`src/power_mode_consts.svh`:
```
// named constants of the power mode manager: offsets, fields, timings
// assumes inclusion by bare name from the package and the design files
`ifndef POWER_MODE_CONSTS_SVH
`define POWER_MODE_CONSTS_SVH
// ----------------------------------------
// register offsets
// ----------------------------------------
`define OFS_PORT_ONE_PWR 8'h1d
`define OFS_PORT_TWO_PWR 8'h2d
`define OFS_GLOBAL_MODE 8'hc3
`define OFS_IDLE_SLEEP 8'hc4
// ----------------------------------------
// fields and reset values
// ----------------------------------------
`define MODE_HI 5
`define MODE_LO 4
`define PORT_PD_BIT 3
`define REG_RESET 8'h00
`define CODE_NORMAL 2'b00
`define CODE_EDETECT 2'b01
`define CODE_SOFTPD 2'b10
`define CODE_SAVING 2'b11
// ----------------------------------------
// timing: clock 125 MHz, pulse 120 ns, pulse period 1 s
// ----------------------------------------
`define CLK_PERIOD_NS 8
`define PULSE_WIDTH_NS 120
`define PULSE_CYCLES ((`PULSE_WIDTH_NS + `CLK_PERIOD_NS - 1) / `CLK_PERIOD_NS)
`define PULSE_PERIOD_NS 1000000000
`define PULSE_PERIOD_CYC (`PULSE_PERIOD_NS / `CLK_PERIOD_NS)
// one go-sleep unit, in cycles; default is 1 ms per unit
`define SLEEP_UNIT_CYC 125000
`endif

```
`src/power_mode_pkg.sv`:
```
// types of the power mode manager
// assumes the constants header is in the include path
`include "power_mode_consts.svh"
package power_mode_pkg;
	// ----------------------------------------
	// power sequencing states, one-hot
	// ----------------------------------------
	typedef enum logic [5:0] {
		ST_NORMAL = 6'h01, // full power
		ST_ED_AWAKE = 6'h02, // energy detect, normal power state
		ST_ED_SLEEP = 6'h04, // energy detect, low power state
		ST_SOFT_PD = 6'h08, // soft power down
		ST_SAVING = 6'h10, // power saving, receiver block off
		ST_HW_PD = 6'h20 // chip power-down pin asserted
	} pwr_state_t;
endpackage

```
`src/sleep_pulse_gen.sv`:
```
// periodic line pulse generator for the energy detect low power state
// assumes core_clk at 125 MHz and a same-domain enable
`timescale 1ns/1ns
`default_nettype none
`include "power_mode_consts.svh"
module sleep_pulse_gen #(
	parameter int unsigned PERIOD_CYC = `PULSE_PERIOD_CYC
) (
	input wire logic core_clk,
	input wire logic srst,
	input wire logic enable,
	output logic pulse
);
	import power_mode_pkg::*;
	// ----------------------------------------
	// period and width counters
	// ----------------------------------------
	logic [26:0] per_q, per_d; // position within the period
	logic pulse_q, pulse_d; // registered line pulse
	// next-value logic; a pulse opens each period
	always_comb begin
		per_d = per_q;
		pulse_d = 1'b0;
		if (!enable) begin
			per_d = '0;
		end else begin
			if (per_q == 27'(PERIOD_CYC - 1)) begin
				per_d = '0;
			end else begin
				per_d = per_q + 27'd1;
			end
			pulse_d = (per_q < 27'(`PULSE_CYCLES));
		end
	end
	// registers
	always_ff @(posedge core_clk) begin
		if (srst) begin
			per_q <= '0;
			pulse_q <= 1'b0;
		end else begin
			per_q <= per_d;
			pulse_q <= pulse_d;
		end
	end
	assign pulse = pulse_q;
endmodule
`default_nettype wire

```
`src/power_mode_manager.sv`:
```
// power mode manager: global modes, per-port power down, energy detect
// assumes a same-clock register port; pin inputs arrive asynchronously
`timescale 1ns/1ns
`default_nettype none
`include "power_mode_consts.svh"
module power_mode_manager #(
	parameter int unsigned SLEEP_UNIT = `SLEEP_UNIT_CYC,
	parameter int unsigned PULSE_PERIOD = `PULSE_PERIOD_CYC
) (
	input wire logic core_clk,
	input wire logic srst,
	input wire logic chip_power_down_n,
	input wire logic reg_access,
	input wire logic reg_write,
	input wire logic [7:0] reg_addr,
	input wire logic [7:0] reg_wdata,
	output logic [7:0] reg_rdata,
	input wire logic cable_energy,
	input wire logic autoneg_enable,
	input wire logic cable_connected,
	output logic pll_clk_enable,
	output logic [1:0] phy_tx_enable,
	output logic [1:0] phy_rx_enable,
	output logic energy_detect_enable,
	output logic mac_enable,
	output logic host_if_enable,
	output logic packet_enable,
	output logic line_pulse,
	output var power_mode_pkg::pwr_state_t power_state
);
	import power_mode_pkg::*;

	// ----------------------------------------
	// pin synchronisers
	// ----------------------------------------
	logic [3:0] sync1_q, sync2_q; // two stages for the four pins
	// first stage feeds only the second
	always_ff @(posedge core_clk) begin
		if (srst) begin
			sync1_q <= 4'hf;
			sync2_q <= 4'hf;
		end else begin
			sync1_q <= {chip_power_down_n, cable_energy, autoneg_enable,
				cable_connected};
			sync2_q <= sync1_q;
		end
	end
	wire pd_n_s = sync2_q[3]; // synchronised pin levels
	wire energy_s = sync2_q[2];
	wire an_s = sync2_q[1];
	wire cable_s = sync2_q[0];
	// ----------------------------------------
	// registers
	// ----------------------------------------
	logic [7:0] port1_q, port1_d; // port one power control
	logic [7:0] port2_q, port2_d; // port two power control
	logic [7:0] gmode_q, gmode_d; // global power mode
	logic [7:0] sleep_q, sleep_d; // idle sleep delay
	logic [7:0] rdata_q, rdata_d; // read data
	logic wr_ok; // writes take effect
	logic woke; // host access wakes soft down
	pwr_state_t st_q, st_d; // power state
	// writes are lost while the pin holds the chip down or in soft power down
	assign wr_ok = reg_access && reg_write && st_q != ST_HW_PD
		&& st_q != ST_SOFT_PD;
	assign woke = reg_access && st_q == ST_SOFT_PD;
	// register next values
	always_comb begin
		port1_d = port1_q;
		port2_d = port2_q;
		gmode_d = gmode_q;
		sleep_d = sleep_q;
		rdata_d = rdata_q;
		if (woke) begin
			// wake access only clears the mode code, values kept
			gmode_d[`MODE_HI:`MODE_LO] = `CODE_NORMAL;
		end else if (wr_ok) begin
			unique case (reg_addr)
				`OFS_PORT_ONE_PWR: port1_d = reg_wdata;
				`OFS_PORT_TWO_PWR: port2_d = reg_wdata;
				`OFS_GLOBAL_MODE: gmode_d = reg_wdata;
				`OFS_IDLE_SLEEP: sleep_d = reg_wdata;
				default: ; // unmapped, ignored
			endcase
		end
		if (reg_access && !reg_write && st_q != ST_HW_PD
			&& st_q != ST_SOFT_PD) begin
			unique case (reg_addr)
				`OFS_PORT_ONE_PWR: rdata_d = port1_q;
				`OFS_PORT_TWO_PWR: rdata_d = port2_q;
				`OFS_GLOBAL_MODE: rdata_d = gmode_q;
				`OFS_IDLE_SLEEP: rdata_d = sleep_q;
				default: rdata_d = 8'h00; // unmapped reads zero
			endcase
		end
	end
	// register storage; soft down leaves contents untouched except the mode code that the wake access clears
	always_ff @(posedge core_clk) begin
		if (srst) begin
			port1_q <= `REG_RESET;
			port2_q <= `REG_RESET;
			gmode_q <= `REG_RESET;
			sleep_q <= `REG_RESET;
			rdata_q <= 8'h00;
		end else begin
			port1_q <= port1_d;
			port2_q <= port2_d;
			gmode_q <= gmode_d;
			sleep_q <= sleep_d;
			rdata_q <= rdata_d;
		end
	end
	assign reg_rdata = rdata_q;
	// ----------------------------------------
	// go-sleep timer
	// ----------------------------------------
	logic [16:0] unit_q, unit_d; // cycles within one time unit
	logic [8:0] idle_q, idle_d; // idle units seen
	logic idle_expired; // quiet longer than the go-sleep value
	// counts only while awake in energy detect with a quiet cable
	always_comb begin
		unit_d = '0;
		idle_d = '0;
		if (st_q == ST_ED_AWAKE && !energy_s) begin
			unit_d = unit_q + 17'd1;
			idle_d = idle_q;
			if (unit_q == 17'(SLEEP_UNIT - 1)) begin
				unit_d = '0;
				if (!idle_d[8]) begin
					idle_d = idle_q + 9'd1;
				end
			end
		end
	end
	always_ff @(posedge core_clk) begin
		if (srst) begin
			unit_q <= '0;
			idle_q <= '0;
		end else begin
			unit_q <= unit_d;
			idle_q <= idle_d;
		end
	end
	// strictly longer than the programmed time
	assign idle_expired = idle_q > {1'b0, sleep_q};
	// ----------------------------------------
	// power state machine
	// ----------------------------------------
	wire [1:0] code = gmode_q[`MODE_HI:`MODE_LO]; // selected global mode
	// next state; pin power-down overrides every mode
	always_comb begin
		st_d = st_q;
		if (!pd_n_s) begin
			st_d = ST_HW_PD;
		end else begin
			unique case (st_q)
				ST_HW_PD: st_d = ST_NORMAL;
				ST_SOFT_PD: begin
					if (woke) begin
						st_d = ST_NORMAL;
					end
				end
				ST_ED_SLEEP: begin
					if (code != `CODE_EDETECT) begin
						st_d = ST_NORMAL;
					end else if (energy_s) begin
						st_d = ST_ED_AWAKE;
					end
				end
				ST_ED_AWAKE: begin
					if (code != `CODE_EDETECT) begin
						st_d = ST_NORMAL;
					end else if (idle_expired) begin
						st_d = ST_ED_SLEEP;
					end
				end
				ST_SAVING: begin
					// line activity or a new code ends saving
					if (code != `CODE_SAVING || !an_s || cable_s
						|| energy_s) begin
						st_d = ST_NORMAL;
					end
				end
				ST_NORMAL: begin
					unique case (code)
						`CODE_EDETECT: st_d = ST_ED_AWAKE;
						`CODE_SOFTPD: st_d = ST_SOFT_PD;
						`CODE_SAVING: begin
							if (an_s && !cable_s && !energy_s) begin
								st_d = ST_SAVING;
							end
						end
						default: st_d = ST_NORMAL;
					endcase
				end
				default: st_d = ST_NORMAL;
			endcase
		end
	end
	always_ff @(posedge core_clk) begin
		if (srst) begin
			st_q <= ST_NORMAL;
		end else begin
			st_q <= st_d;
		end
	end
	// ----------------------------------------
	// block enables, registered
	// ----------------------------------------
	logic pll_q, pll_d, mac_q, mac_d, host_q, host_d, ed_q, ed_d, pkt_q, pkt_d;
	logic [1:0] tx_q, tx_d, rx_q, rx_d; // per-port PHY enables
	wire [1:0] port_pd = {port2_q[`PORT_PD_BIT], port1_q[`PORT_PD_BIT]};
	// enables follow the next state so they change with it
	always_comb begin
		pll_d = 1'b1;
		mac_d = 1'b1;
		host_d = 1'b1;
		ed_d = 1'b0;
		tx_d = 2'b11;
		rx_d = 2'b11;
		pkt_d = 1'b1;
		unique case (st_d)
			ST_HW_PD: begin
				pll_d = 1'b0;
				mac_d = 1'b0;
				host_d = 1'b0;
				tx_d = 2'b00;
				rx_d = 2'b00;
				pkt_d = 1'b0;
			end
			ST_SOFT_PD: begin
				pll_d = 1'b0;
				mac_d = 1'b0;
				tx_d = 2'b00;
				rx_d = 2'b00;
				pkt_d = 1'b0;
			end
			ST_ED_SLEEP: begin
				pll_d = 1'b0;
				mac_d = 1'b0;
				host_d = 1'b0;
				tx_d = 2'b00;
				rx_d = 2'b00;
				ed_d = 1'b1;
				pkt_d = 1'b0;
			end
			ST_SAVING: begin
				rx_d = 2'b00;
				ed_d = 1'b1;
			end
			default: ;
		endcase
		tx_d = tx_d & ~port_pd;
		rx_d = rx_d & ~port_pd;
	end
	always_ff @(posedge core_clk) begin
		if (srst) begin
			pll_q <= 1'b1;
			mac_q <= 1'b1;
			host_q <= 1'b1;
			ed_q <= 1'b0;
			pkt_q <= 1'b1;
			tx_q <= 2'b11;
			rx_q <= 2'b11;
		end else begin
			pll_q <= pll_d;
			mac_q <= mac_d;
			host_q <= host_d;
			ed_q <= ed_d;
			pkt_q <= pkt_d;
			tx_q <= tx_d;
			rx_q <= rx_d;
		end
	end
	assign pll_clk_enable = pll_q;
	assign mac_enable = mac_q;
	assign host_if_enable = host_q;
	assign energy_detect_enable = ed_q;
	assign packet_enable = pkt_q;
	assign phy_tx_enable = tx_q;
	assign phy_rx_enable = rx_q;
	assign power_state = st_q;
	// ----------------------------------------
	// sleep pulse generator
	// ----------------------------------------
	sleep_pulse_gen #(.PERIOD_CYC(PULSE_PERIOD)) u_pulse (
		.core_clk(core_clk),
		.srst(srst),
		.enable(st_q == ST_ED_SLEEP),
		.pulse(line_pulse) // registered in the generator
	);
endmodule
`default_nettype wire

```
`config.mk`:
```
export PLATFORM = sky130hd
export DESIGN_NAME = power_mode_manager
export DESIGN_NICKNAME = d
export VERILOG_FILES = /design/src/power_mode_pkg.sv /design/src/sleep_pulse_gen.sv /design/src/power_mode_manager.sv
export VERILOG_INCLUDE_DIRS = /design/src
export SDC_FILE = /design/constraint.sdc
export NUM_CORES = 1
export LEC_CHECK = 0
export ABC_CLOCK_PERIOD_IN_PS = 2300
export BUFFER_PORTS_ARGS = -buffer_cell sky130_fd_sc_hd__buf_2
export CAP_MARGIN = 5
export CORE_MARGIN = 4
export CORE_UTILIZATION = 55
export CTS_BUF_LIST = sky130_fd_sc_hd__clkbuf_4 sky130_fd_sc_hd__clkbuf_8
export CTS_CLUSTER_DIAMETER = 120
export CTS_CLUSTER_SIZE = 28
export DETAILED_ROUTE_END_ITERATION = 8
export MAX_ROUTING_LAYER = met4
export PLACE_DENSITY = 0.84
export REMOVE_ABC_BUFFERS = 1
export SLEW_MARGIN = 20
export SYNTH_ARGS = -nofsm -noshare
export SYNTH_HDL_FRONTEND = slang
export SYNTH_HIERARCHICAL = 1
export SYNTH_SLANG_ARGS = --single-unit
```
`constraint.sdc`:
```
create_clock -name core_clk -period 2.3 [get_ports core_clk]
set_input_delay 0.345 -clock core_clk [delete_from_list [all_inputs] [get_ports core_clk]]
set_output_delay 0.345 -clock core_clk [all_outputs]
set_load 0.05 [all_outputs]
```
==> flow_summary.json, run 1 <==
{
  "status": "finished, final reports clean",
  "crit_buf_inv": 1,
  "synth.most_common_cell": "dfxtp_1",
  "synthDistinctLibCells": 65,
  "power.density_nw_per_um2": 665,
  "fin_nets": 682,
  "cts_hold_buf": 0,
  "crit_path_cell_trace": "inv_1 -> ha_1 -> nand4_1 -> o221ai_2 -> o211ai_1 -> a211oi_1 -> o21ai_1 -> a31o_2",
  "finClkSkew_ps": 9.18,
  "final-max-slew-violation-count": 0,
  "die-width_um": 107,
  "holdPathStages": 2,
  "io_buffers": 47,
  "timing.final.crit_share_pct": 98.4,
  "slew_headroom_pct": 65.3,
  "clk_latency_ps": 420,
  "initial_core_util_pct": 57.4,
  "track_usage_pct": 22.9,
  "crit_slowest_cell": "a211oi_1",
  "grt_max_degree": 53,
  "worstHoldPathType": "in2reg",
  "via_per_inst": 5.80,
  "synth_common_cells": "dfxtp_1 (115), nor2_1 (82), mux2i_1 (33), nand2_1 (30), xor2_1 (25)",
  "yosysWarnings": 6,
  "synth_edf_count": 0,
  "gp_congestion": 0.919,
  "cpPeakStageDelay_ps": 420,
  "critPathKind": "reg2reg",
  "critPathMaxFanout": 3,
  "syn_inst": 583,
  "gr-total-overflow": 0,
  "drive_above_1_share_pct": 21.9,
  "avgSynthCellArea_um2": 9.27,
  "ys_ff_latch": 115,
  "diodes": 0,
  "grt_pass1_wl_um": 20800,
  "io_pins": 48,
  "required_ps": 2610,
  "cts_tree": "built",
  "clk_path_buf_depth": 2,
  "fin_area_um2": 6320,
  "ctsHtreeMaxLevel": 4,
  "syn_area_um2": 5410,
  "place_area_um2": 5760,
  "detail_route.wl_per_cell_um": 15.9,
  "critical-path-top-delay-family": "compound AO/OA/AOI/OAI gates",
  "endpoint_kind": "register",
  "post-place-ws_ps": 75.2,
  "setup_viol": 0,
  "drcViolationCount": 0,
  "core-area_um2": 9420,
  "fp.dieH_um": 107,
  "max_freq_mhz": 442,
  "async_flop_share_pct": 0,
  "rows": 35,
  "worstMarginPinSlew_ps": 520,
  "hpwlAfterDp_um": 8520,
  "peakVddDrop_mv": 0.417,
  "numClockSinks": 115,
  "drtIter0Drc": 232,
  "yosys.area.top_type_share_pct": 42.6,
  "final-hold-violation-count": 0,
  "numCtsBuffers": 17,
  "cp.depth": 8,
  "synth_top_area_cell": "dfxtp_1",
  "start_kind": "register",
  "cts_root_buf": "clkbuf_8",
  "dieArea_um2": 11500,
  "drv_cap": 0,
  "syn2layout_area_growth_pct": 17.0,
  "synthFlopType": "dfxtp_1",
  "leakage_uw": 0.00225,
  "rsz0062_at_grt": "yes",
  "worst_slack_ps": 37.9,
  "worstPathArrival_ps": 2570,
  "reg2reg_depth": 8,
  "vias": 4570,
  "drtPass1Iterations": 5,
  "wl_um": 12500,
  "antenna_found_initial": 0,
  "synth.area.top_cells": "dfxtp_1 (43%), mux2i_1 (6.1%), nor2_1 (5.7%)",
  "fin_tns_setup_ps": 0,
  "ys_seq_area_share_pct": 42.6,
  "finalCriticalPeriod_ps": 2260,
  "clk_pin_slew_ps": 70,
  "ant_nets": 0,
  "grt_pass1_vias": 4643
}
sequential cells by signal (all words and copies together) (netlist names), 4 cells and up:
name           cells
gmode_q            8
idle_q             9
port1_q            8
port2_q            8
power_state        6
reg_rdata          8
sleep_q            8
sync1_q            4
sync2_q            4
u_pulse/per_q     27
unit_q            17
what timing repair did:
item,CTS,global route
endpoints found under the setup margin,0,34
resized for setup,0,11
setup buffers,0,8
hold endpoints to repair,0,0
layout make-up:
class | count | area, µm²
clock buffer | 21 | 289
clock inverter | 10 | 154
fill | 700 | 3090
inverter | 20 | 75.1
multi-input combinational | 419 | 2890
sequential | 115 | 2310
tap | 129 | 161
timing repair buffer | 74 | 450
power by group:
part	leakage, µW	switching [µW]	internal [µW]
sequential	0.000931	8.51	2000
clock	0.000231	768	1280
combinational	0.00109	94.6	48.9
final timing paths:
| check | start | endpoint | slack (ps) |
|---|---|---|---|
| max | sleep_q[4] | phy_rx_enable[1] | 40 |
| min | chip_power_down_n | sync1_q[3] | 110 |
| min reg2reg | sync1_q[1] | sync2_q[1] | 420 |
| max reg2reg | sleep_q[4] | phy_rx_enable[1] | 40 |
routing by layer:
metal | vias up | wire length [µm] | global-route usage, %
met5 | - | 0 | -
met4 | 0 | 259 | 9.04
met3 | 27 | 498 | 5.72
met2 | 134 | 6400 | 38.5
met1 | 2197 | 5350 | 26.3
li1 | 2212 | - | -
stage by stage:
stage / std cells / power, µW / util (%) / hold slack, ps
6_report: 788 / 4210 / 67.2 / 110
3_5_place_dp: 749 / 2200 / 61.2 / 397
2_1_floorplan: 554 / 2130 / - / 389
4_1_cts: 780 / 4240 / 65.9 / 90.9
5_1_grt: 788 / 4350 / 67.2 / 88.8
3_3_place_gp: 749 / 2190 / 61.2 / 390
cell families after synthesis:
kind of cell,synth area share (%)
AOI/OAI and AO/OA,11.3
adders and majority gates,2.55
xor gates and xnor gates,6.16
and+or+nand+nor,26.6
muxes,6.11
buffers and inverters,4.72
DFF,42.6
layout by cell type, fill, tap and decap left out, types with 10 or more instances in the layout:
cell type and instances:
a21o_1 10, a21oi_1 23, a22oi_1 16, buf_2 47, buf_4 26, clkbuf_8 21
dfxtp_1 112, ha_1 10, inv_1 20, mux2i_1 33, nand2_1 29, nand3_1 21
nand4_1 20, nor2_1 81, nor3_1 10, or2_2 10, xnor2_1 13, xor2_1 25
(Power assumes the default switching activity.)
==> run 2, diff against run 1 <==
--- a/config.mk
+++ b/config.mk
@@ -6,17 +6,17 @@
 export SDC_FILE = /design/constraint.sdc
 export NUM_CORES = 1
 export LEC_CHECK = 0
-export ABC_CLOCK_PERIOD_IN_PS = 2300
+export ABC_CLOCK_PERIOD_IN_PS = 2400
 export BUFFER_PORTS_ARGS = -buffer_cell sky130_fd_sc_hd__buf_2
 export CAP_MARGIN = 5
 export CORE_MARGIN = 4
-export CORE_UTILIZATION = 55
+export CORE_UTILIZATION = 60
 export CTS_BUF_LIST = sky130_fd_sc_hd__clkbuf_4 sky130_fd_sc_hd__clkbuf_8
 export CTS_CLUSTER_DIAMETER = 120
 export CTS_CLUSTER_SIZE = 28
 export DETAILED_ROUTE_END_ITERATION = 8
 export MAX_ROUTING_LAYER = met4
-export PLACE_DENSITY = 0.84
+export PLACE_DENSITY = 0.89
 export REMOVE_ABC_BUFFERS = 1
 export SLEW_MARGIN = 20
 export SYNTH_ARGS = -nofsm -noshare
==> constraint.sdc (replaced) <==
create_clock -name core_clk -period 2.4 [get_ports core_clk]
set_input_delay 0.36 -clock core_clk [delete_from_list [all_inputs] [get_ports core_clk]]
set_output_delay 0.36 -clock core_clk [all_outputs]
set_load 0.05 [all_outputs]
==> flow_summary.json, run 2 (synthesis results as in run 1) <==
{
  "slew_headroom_pct": 44.5,
  "largestRegisters": "u_pulse/per_q: 27 flops, unit_q: 17 flops, idle_q: 9 flops",
  "finClkSkew_ps": 9.82,
  "critPathMaxFanout": 9,
  "syn2layout_area_growth_pct": 13.1,
  "timing.final.crit_share_pct": 96.9,
  "numCtsBuffers": 17,
  "final_util_pct": 69.8,
  "die-width_um": 103,
  "status": "finished, final reports clean",
  "finalCriticalPeriod_ps": 2330,
  "crit_slowest_cell": "nor4_4",
  "final-hold-violation-count": 0,
  "drive_above_1_share_pct": 18.7,
  "peakVddDrop_mv": 0.375,
  "via_per_inst": 6.12,
  "grt_pass1_wl_um": 20600,
  "crit_path_cell_trace": "xnor2_1 -> o21ai_1 -> or2_2 -> nor4_4 -> mux2i_1 -> nor2_1",
  "setup_viol": 0,
  "gp_congestion": 0.913,
  "vias": 4621,
  "numClockSinks": 115,
  "core-area_um2": 8760,
  "sw_frac_of_total_pct": 21.1,
  "cpPeakStageDelay_ps": 640,
  "dp.cells": 726,
  "worstPathArrival_ps": 2610,
  "cts_root_buf": "clkbuf_8",
  "holdPathStages": 2,
  "final_cell_mix": "dfxtp_1 (115), nor2_1 (82), buf_2 (47), mux2i_1 (33), nand2_1 (30)",
  "cts_tree": "built",
  "start_kind": "register",
  "final-max-slew-violation-count": 0,
  "worstMarginPinSlew_ps": 827,
  "seq_power_share_pct": 50.2,
  "endpoint_kind": "register",
  "detail_route.wl_per_cell_um": 16.8,
  "drtPass1Iterations": 5,
  "largest_reg_flops": 27,
  "track_usage_pct": 25.3,
  "antenna_found_initial": 1,
  "leakage_uw": 0.00217,
  "drcViolationCount": 0,
  "io_pins": 48,
  "worstHoldPathType": "in2reg",
  "post-place-ws_ps": 103,
  "ant_nets": 0,
  "ctsHtreeMaxLevel": 4,
  "drtIter0Drc": 270,
  "drv_cap": 0,
  "hpwlAfterDp_um": 8700,
  "regMostFlops": "u_pulse/per_q",
  "fin_nets": 672,
  "dieArea_um2": 10600,
  "pwr-share-clk_pct": 46.2,
  "layout.cells.non_filler": 755,
  "mostFrequentLayoutCell": "dfxtp_1",
  "max_freq_mhz": 430,
  "fillCellCount": 655,
  "io_buffers": 47,
  "pwr-share-comb_pct": 3.6,
  "wl_um": 12700,
  "clk_latency_ps": 420,
  "grt_max_degree": 41,
  "critPathKind": "reg2reg",
  "power.net_switching_uw": 808,
  "fin_tns_setup_ps": 0,
  "fp.dieH_um": 103,
  "clk_pin_slew_ps": 60,
  "reg2reg_depth": 6,
  "grt_pass1_vias": 4498,
  "gr-total-overflow": 0,
  "required_ps": 2680,
  "clk_path_buf_depth": 2,
  "power.density_nw_per_um2": 627,
  "worst_slack_ps": 74.0,
  "rows": 34,
  "rsz0062_at_grt": "no",
  "initial_core_util_pct": 61.7,
  "internal-power_uw": 3030
}
==> run 2: critical path, delay by kind of cell, from the launching register on <==
family | cells | cell delay, ps
xor+xnor | 1 | 180
flops | 1 | 530
mux | 1 | 300
compound gates | 1 | 120
simple gates | 3 | 1060
==> run 2: cell type report <==
| class | instances | area [µm²] | share of cell area (%) |
|---|---|---|---|
| repair buffers | 64 | 367 | 5.99 |
| well taps | 108 | 135 | 2.21 |
| multi-input cells | 419 | 2850 | 46.7 |
| inverters | 20 | 75.1 | 1.23 |
| clock inverters | 7 | 110 | 1.80 |
| diodes | 1 | 2.50 | 0.0409 |
| clock buffers | 21 | 270 | 4.42 |
| flip-flops and latches | 115 | 2300 | 37.6 |
==> run 2: layer usage <==
layer	routed length (µm)	track usage [%]	share of wire, %	vias up
li1	-	-	-	2197
met5	0	-	0	-
met1	5110	28.4	40	2205
met4	382	10.7	3.0	0
met3	900	7.58	7.1	42
met2	6320	41.9	50	177
==> run 2: repair_timing <==
action	CTS	global route
endpoints found under the setup margin	0	1
hold buffers	0	0
setup buffers	0	0
hold endpoints to repair	0	0
resized for setup	0	1
==> run 2: final timing paths <==
kind                                    to  slack, ps            start
worst max-delay path            gmode_q[0]         70   power_state[3]
worst min-delay path            sync1_q[0]        120  cable_connected
worst max register to register  gmode_q[0]         70   power_state[3]
worst min register to register  sync2_q[0]        410       sync1_q[0]
==> run 2: power groups by stage <==
| stage | Clock, µW | Sequential, µW | Combinational, µW |
|---|---|---|---|
| 2_1_floorplan | 0 | 1990 | 45.0 |
| 3_3_place_gp | 0 | 1970 | 131 |
| 3_5_place_dp | 0 | 1970 | 135 |
| 4_1_cts | 1780 | 1930 | 136 |
| 5_1_grt | 1880 | 1930 | 147 |
| 6_report | 1770 | 1930 | 138 |
==> run 2: metrics by stage <==
stage / instance area [µm²] / hold slack, ps / total power [µW]
2_1_floorplan: 5230 / 389 / 2040
3_3_place_gp: 5720 / 392 / 2100
3_5_place_dp: 5730 / 396 / 2100
4_1_cts: 6110 / 113 / 3840
5_1_grt: 6120 / 120 / 3950
6_report: 6120 / 118 / 3830
==> run 3, diff against run 2 <==
--- a/config.mk
+++ b/config.mk
@@ -6,9 +6,10 @@
 export SDC_FILE = /design/constraint.sdc
 export NUM_CORES = 1
 export LEC_CHECK = 0
-export ABC_CLOCK_PERIOD_IN_PS = 2400
+export ABC_CLOCK_PERIOD_IN_PS = 2300
 export BUFFER_PORTS_ARGS = -buffer_cell sky130_fd_sc_hd__buf_2
 export CAP_MARGIN = 5
+export CORE_ASPECT_RATIO = 1.4
 export CORE_MARGIN = 4
 export CORE_UTILIZATION = 60
 export CTS_BUF_LIST = sky130_fd_sc_hd__clkbuf_4 sky130_fd_sc_hd__clkbuf_8
==> constraint.sdc (replaced) <==
create_clock -name core_clk -period 2.3 [get_ports core_clk]
set_input_delay 0.345 -clock core_clk [delete_from_list [all_inputs] [get_ports core_clk]]
set_output_delay 0.345 -clock core_clk [all_outputs]
set_load 0.05 [all_outputs]
==> flow_summary.json, run 3 (synthesis results as in run 1) <==
{
  "critPathMaxFanout": 3,
  "final_util_pct": 72.5,
  "grt_pass1_vias": 4609,
  "internal-power_uw": 3270,
  "fp.dieH_um": 120,
  "antenna_found_initial": 0,
  "dieArea_um2": 10600,
  "drtPass1Iterations": 5,
  "required_ps": 2640,
  "numClockSinks": 115,
  "power.density_nw_per_um2": 660,
  "worstHoldPathType": "in2reg",
  "mostFrequentLayoutCell": "dfxtp_1",
  "violations": "negative setup slack",
  "cts_tree": "built",
  "grt_max_degree": 53,
  "ctsHtreeMaxLevel": 4,
  "track_usage_pct": 25.9,
  "regMostFlops": "u_pulse/per_q",
  "clk_latency_ps": 440,
  "clk_pin_slew_ps": 70,
  "finClkSkew_ps": 11.2,
  "start_kind": "register",
  "cts_hold_buf": 0,
  "largestRegisters": "u_pulse/per_q: 27 flops, unit_q: 17 flops, idle_q: 9 flops",
  "leakage_uw": 0.00226,
  "max_freq_mhz": 432,
  "fin_nets": 684,
  "worstMarginPinSlew_ps": 749,
  "drive_above_1_share_pct": 22.2,
  "rsz0062_at_grt": "yes",
  "grt_pass1_wl_um": 21100,
  "drcViolationCount": 0,
  "finalCriticalPeriod_ps": 2310,
  "power_uw": 4160,
  "power.net_switching_uw": 892,
  "dp.cells": 733,
  "drv_cap": 0,
  "critPathKind": "reg2reg",
  "drtIter0Drc": 325,
  "largest_reg_flops": 27,
  "timing.final.crit_share_pct": 101,
  "via_per_inst": 6.10,
  "seq_power_share_pct": 48.3,
  "worst_slack_ps": -13.3,
  "diodes": 0,
  "gp_congestion": 0.878,
  "sw_frac_of_total_pct": 21.4,
  "cts_root_buf": "clkbuf_8",
  "final_cell_mix": "dfxtp_1 (113), nor2_1 (81), buf_2 (47), mux2i_1 (33), nand2_1 (29)",
  "wl_um": 13300,
  "pwr-share-comb_pct": 3.5,
  "ant_nets": 0,
  "initial_core_util_pct": 62.1,
  "clk_path_buf_depth": 2,
  "pwr-share-clk_pct": 48.1,
  "io_buffers": 47,
  "final-hold-violation-count": 0,
  "peakVddDrop_mv": 0.479,
  "gr-total-overflow": 0,
  "endpoint_kind": "register",
  "io_pins": 48,
  "setup_viol": 2,
  "hpwlAfterDp_um": 9050,
  "status": "finished, violations left",
  "core-area_um2": 8710,
  "detail_route.wl_per_cell_um": 17.3,
  "layout.cells.non_filler": 767,
  "vias": 4677,
  "worstPathArrival_ps": 2650,
  "final-max-slew-violation-count": 0,
  "syn2layout_area_growth_pct": 16.8,
  "rows": 40,
  "post-place-ws_ps": -0.276,
  "die-width_um": 88.2,
  "slew_headroom_pct": 49.7,
  "numCtsBuffers": 17
}
run 3: through the flow:
stage / cell area, µm² / setup TNS, ps / hold slack (ps)
after floorplan: 5230 / -914 / 389
after global placement: 5780 / 0 / 392
after detailed placement: 5800 / -0.276 / 398
after CTS: 6240 / 0 / 64.2
after global routing: 6310 / -590 / 58.0
final: 6310 / -24.9 / 84.4
run 3: repair_timing:
action,in CTS,in global routing
buffers inserted,0,2
setup endpoints to repair,1,14
pin swaps,0,7
resized for setup,1,11
run 3: worst paths after layout:
path / start / to / slack, ps / depth (start not counted)
min: cable_connected / sync1_q[0] / 80 / 2
max: sync2_q[2] / phy_rx_enable[1] / -10 / 6
max reg2reg: sync2_q[2] / phy_rx_enable[1] / -10 / 6
min reg2reg: sync1_q[3] / sync2_q[3] / 400 / 1
run 3: critical path, stage by stage, from the launching register on:
cell and delay (ps):
dfxtp_1 330, nor3b_1 500, nand2_1 170, a311o_1 390, a211oi_1 350, o21ai_1 190
a31o_2 280
run 3: cell type report:
cell class / count / area (µm²)
clock inverter: 9 / 125
clock buffer: 23 / 310
tap: 105 / 131
inverter: 20 / 75.1
multi-input combinational: 419 / 2890
timing repair buffer: 76 / 473
fill: 603 / 2400
sequential: 115 / 2300
run 3: power by group through the flow:
stage	Clock, µW	Combinational (µW)	Sequential [µW]
after floorplan	0	46.9	2080
after global placement	0	135	2060
after detailed placement	0	138	2060
after CTS	2030	139	2010
after global routing	2140	156	2010
final	2000	147	2010
run 3: per-layer routing:
metal  vias up  GRT usage [%]  wire length, µm
met5         -              -                0
met4         0           13.7              394
met3        47           6.20              907
met2       190           43.2             6970
met1      2223           28.1             5030
li1       2217              -                -
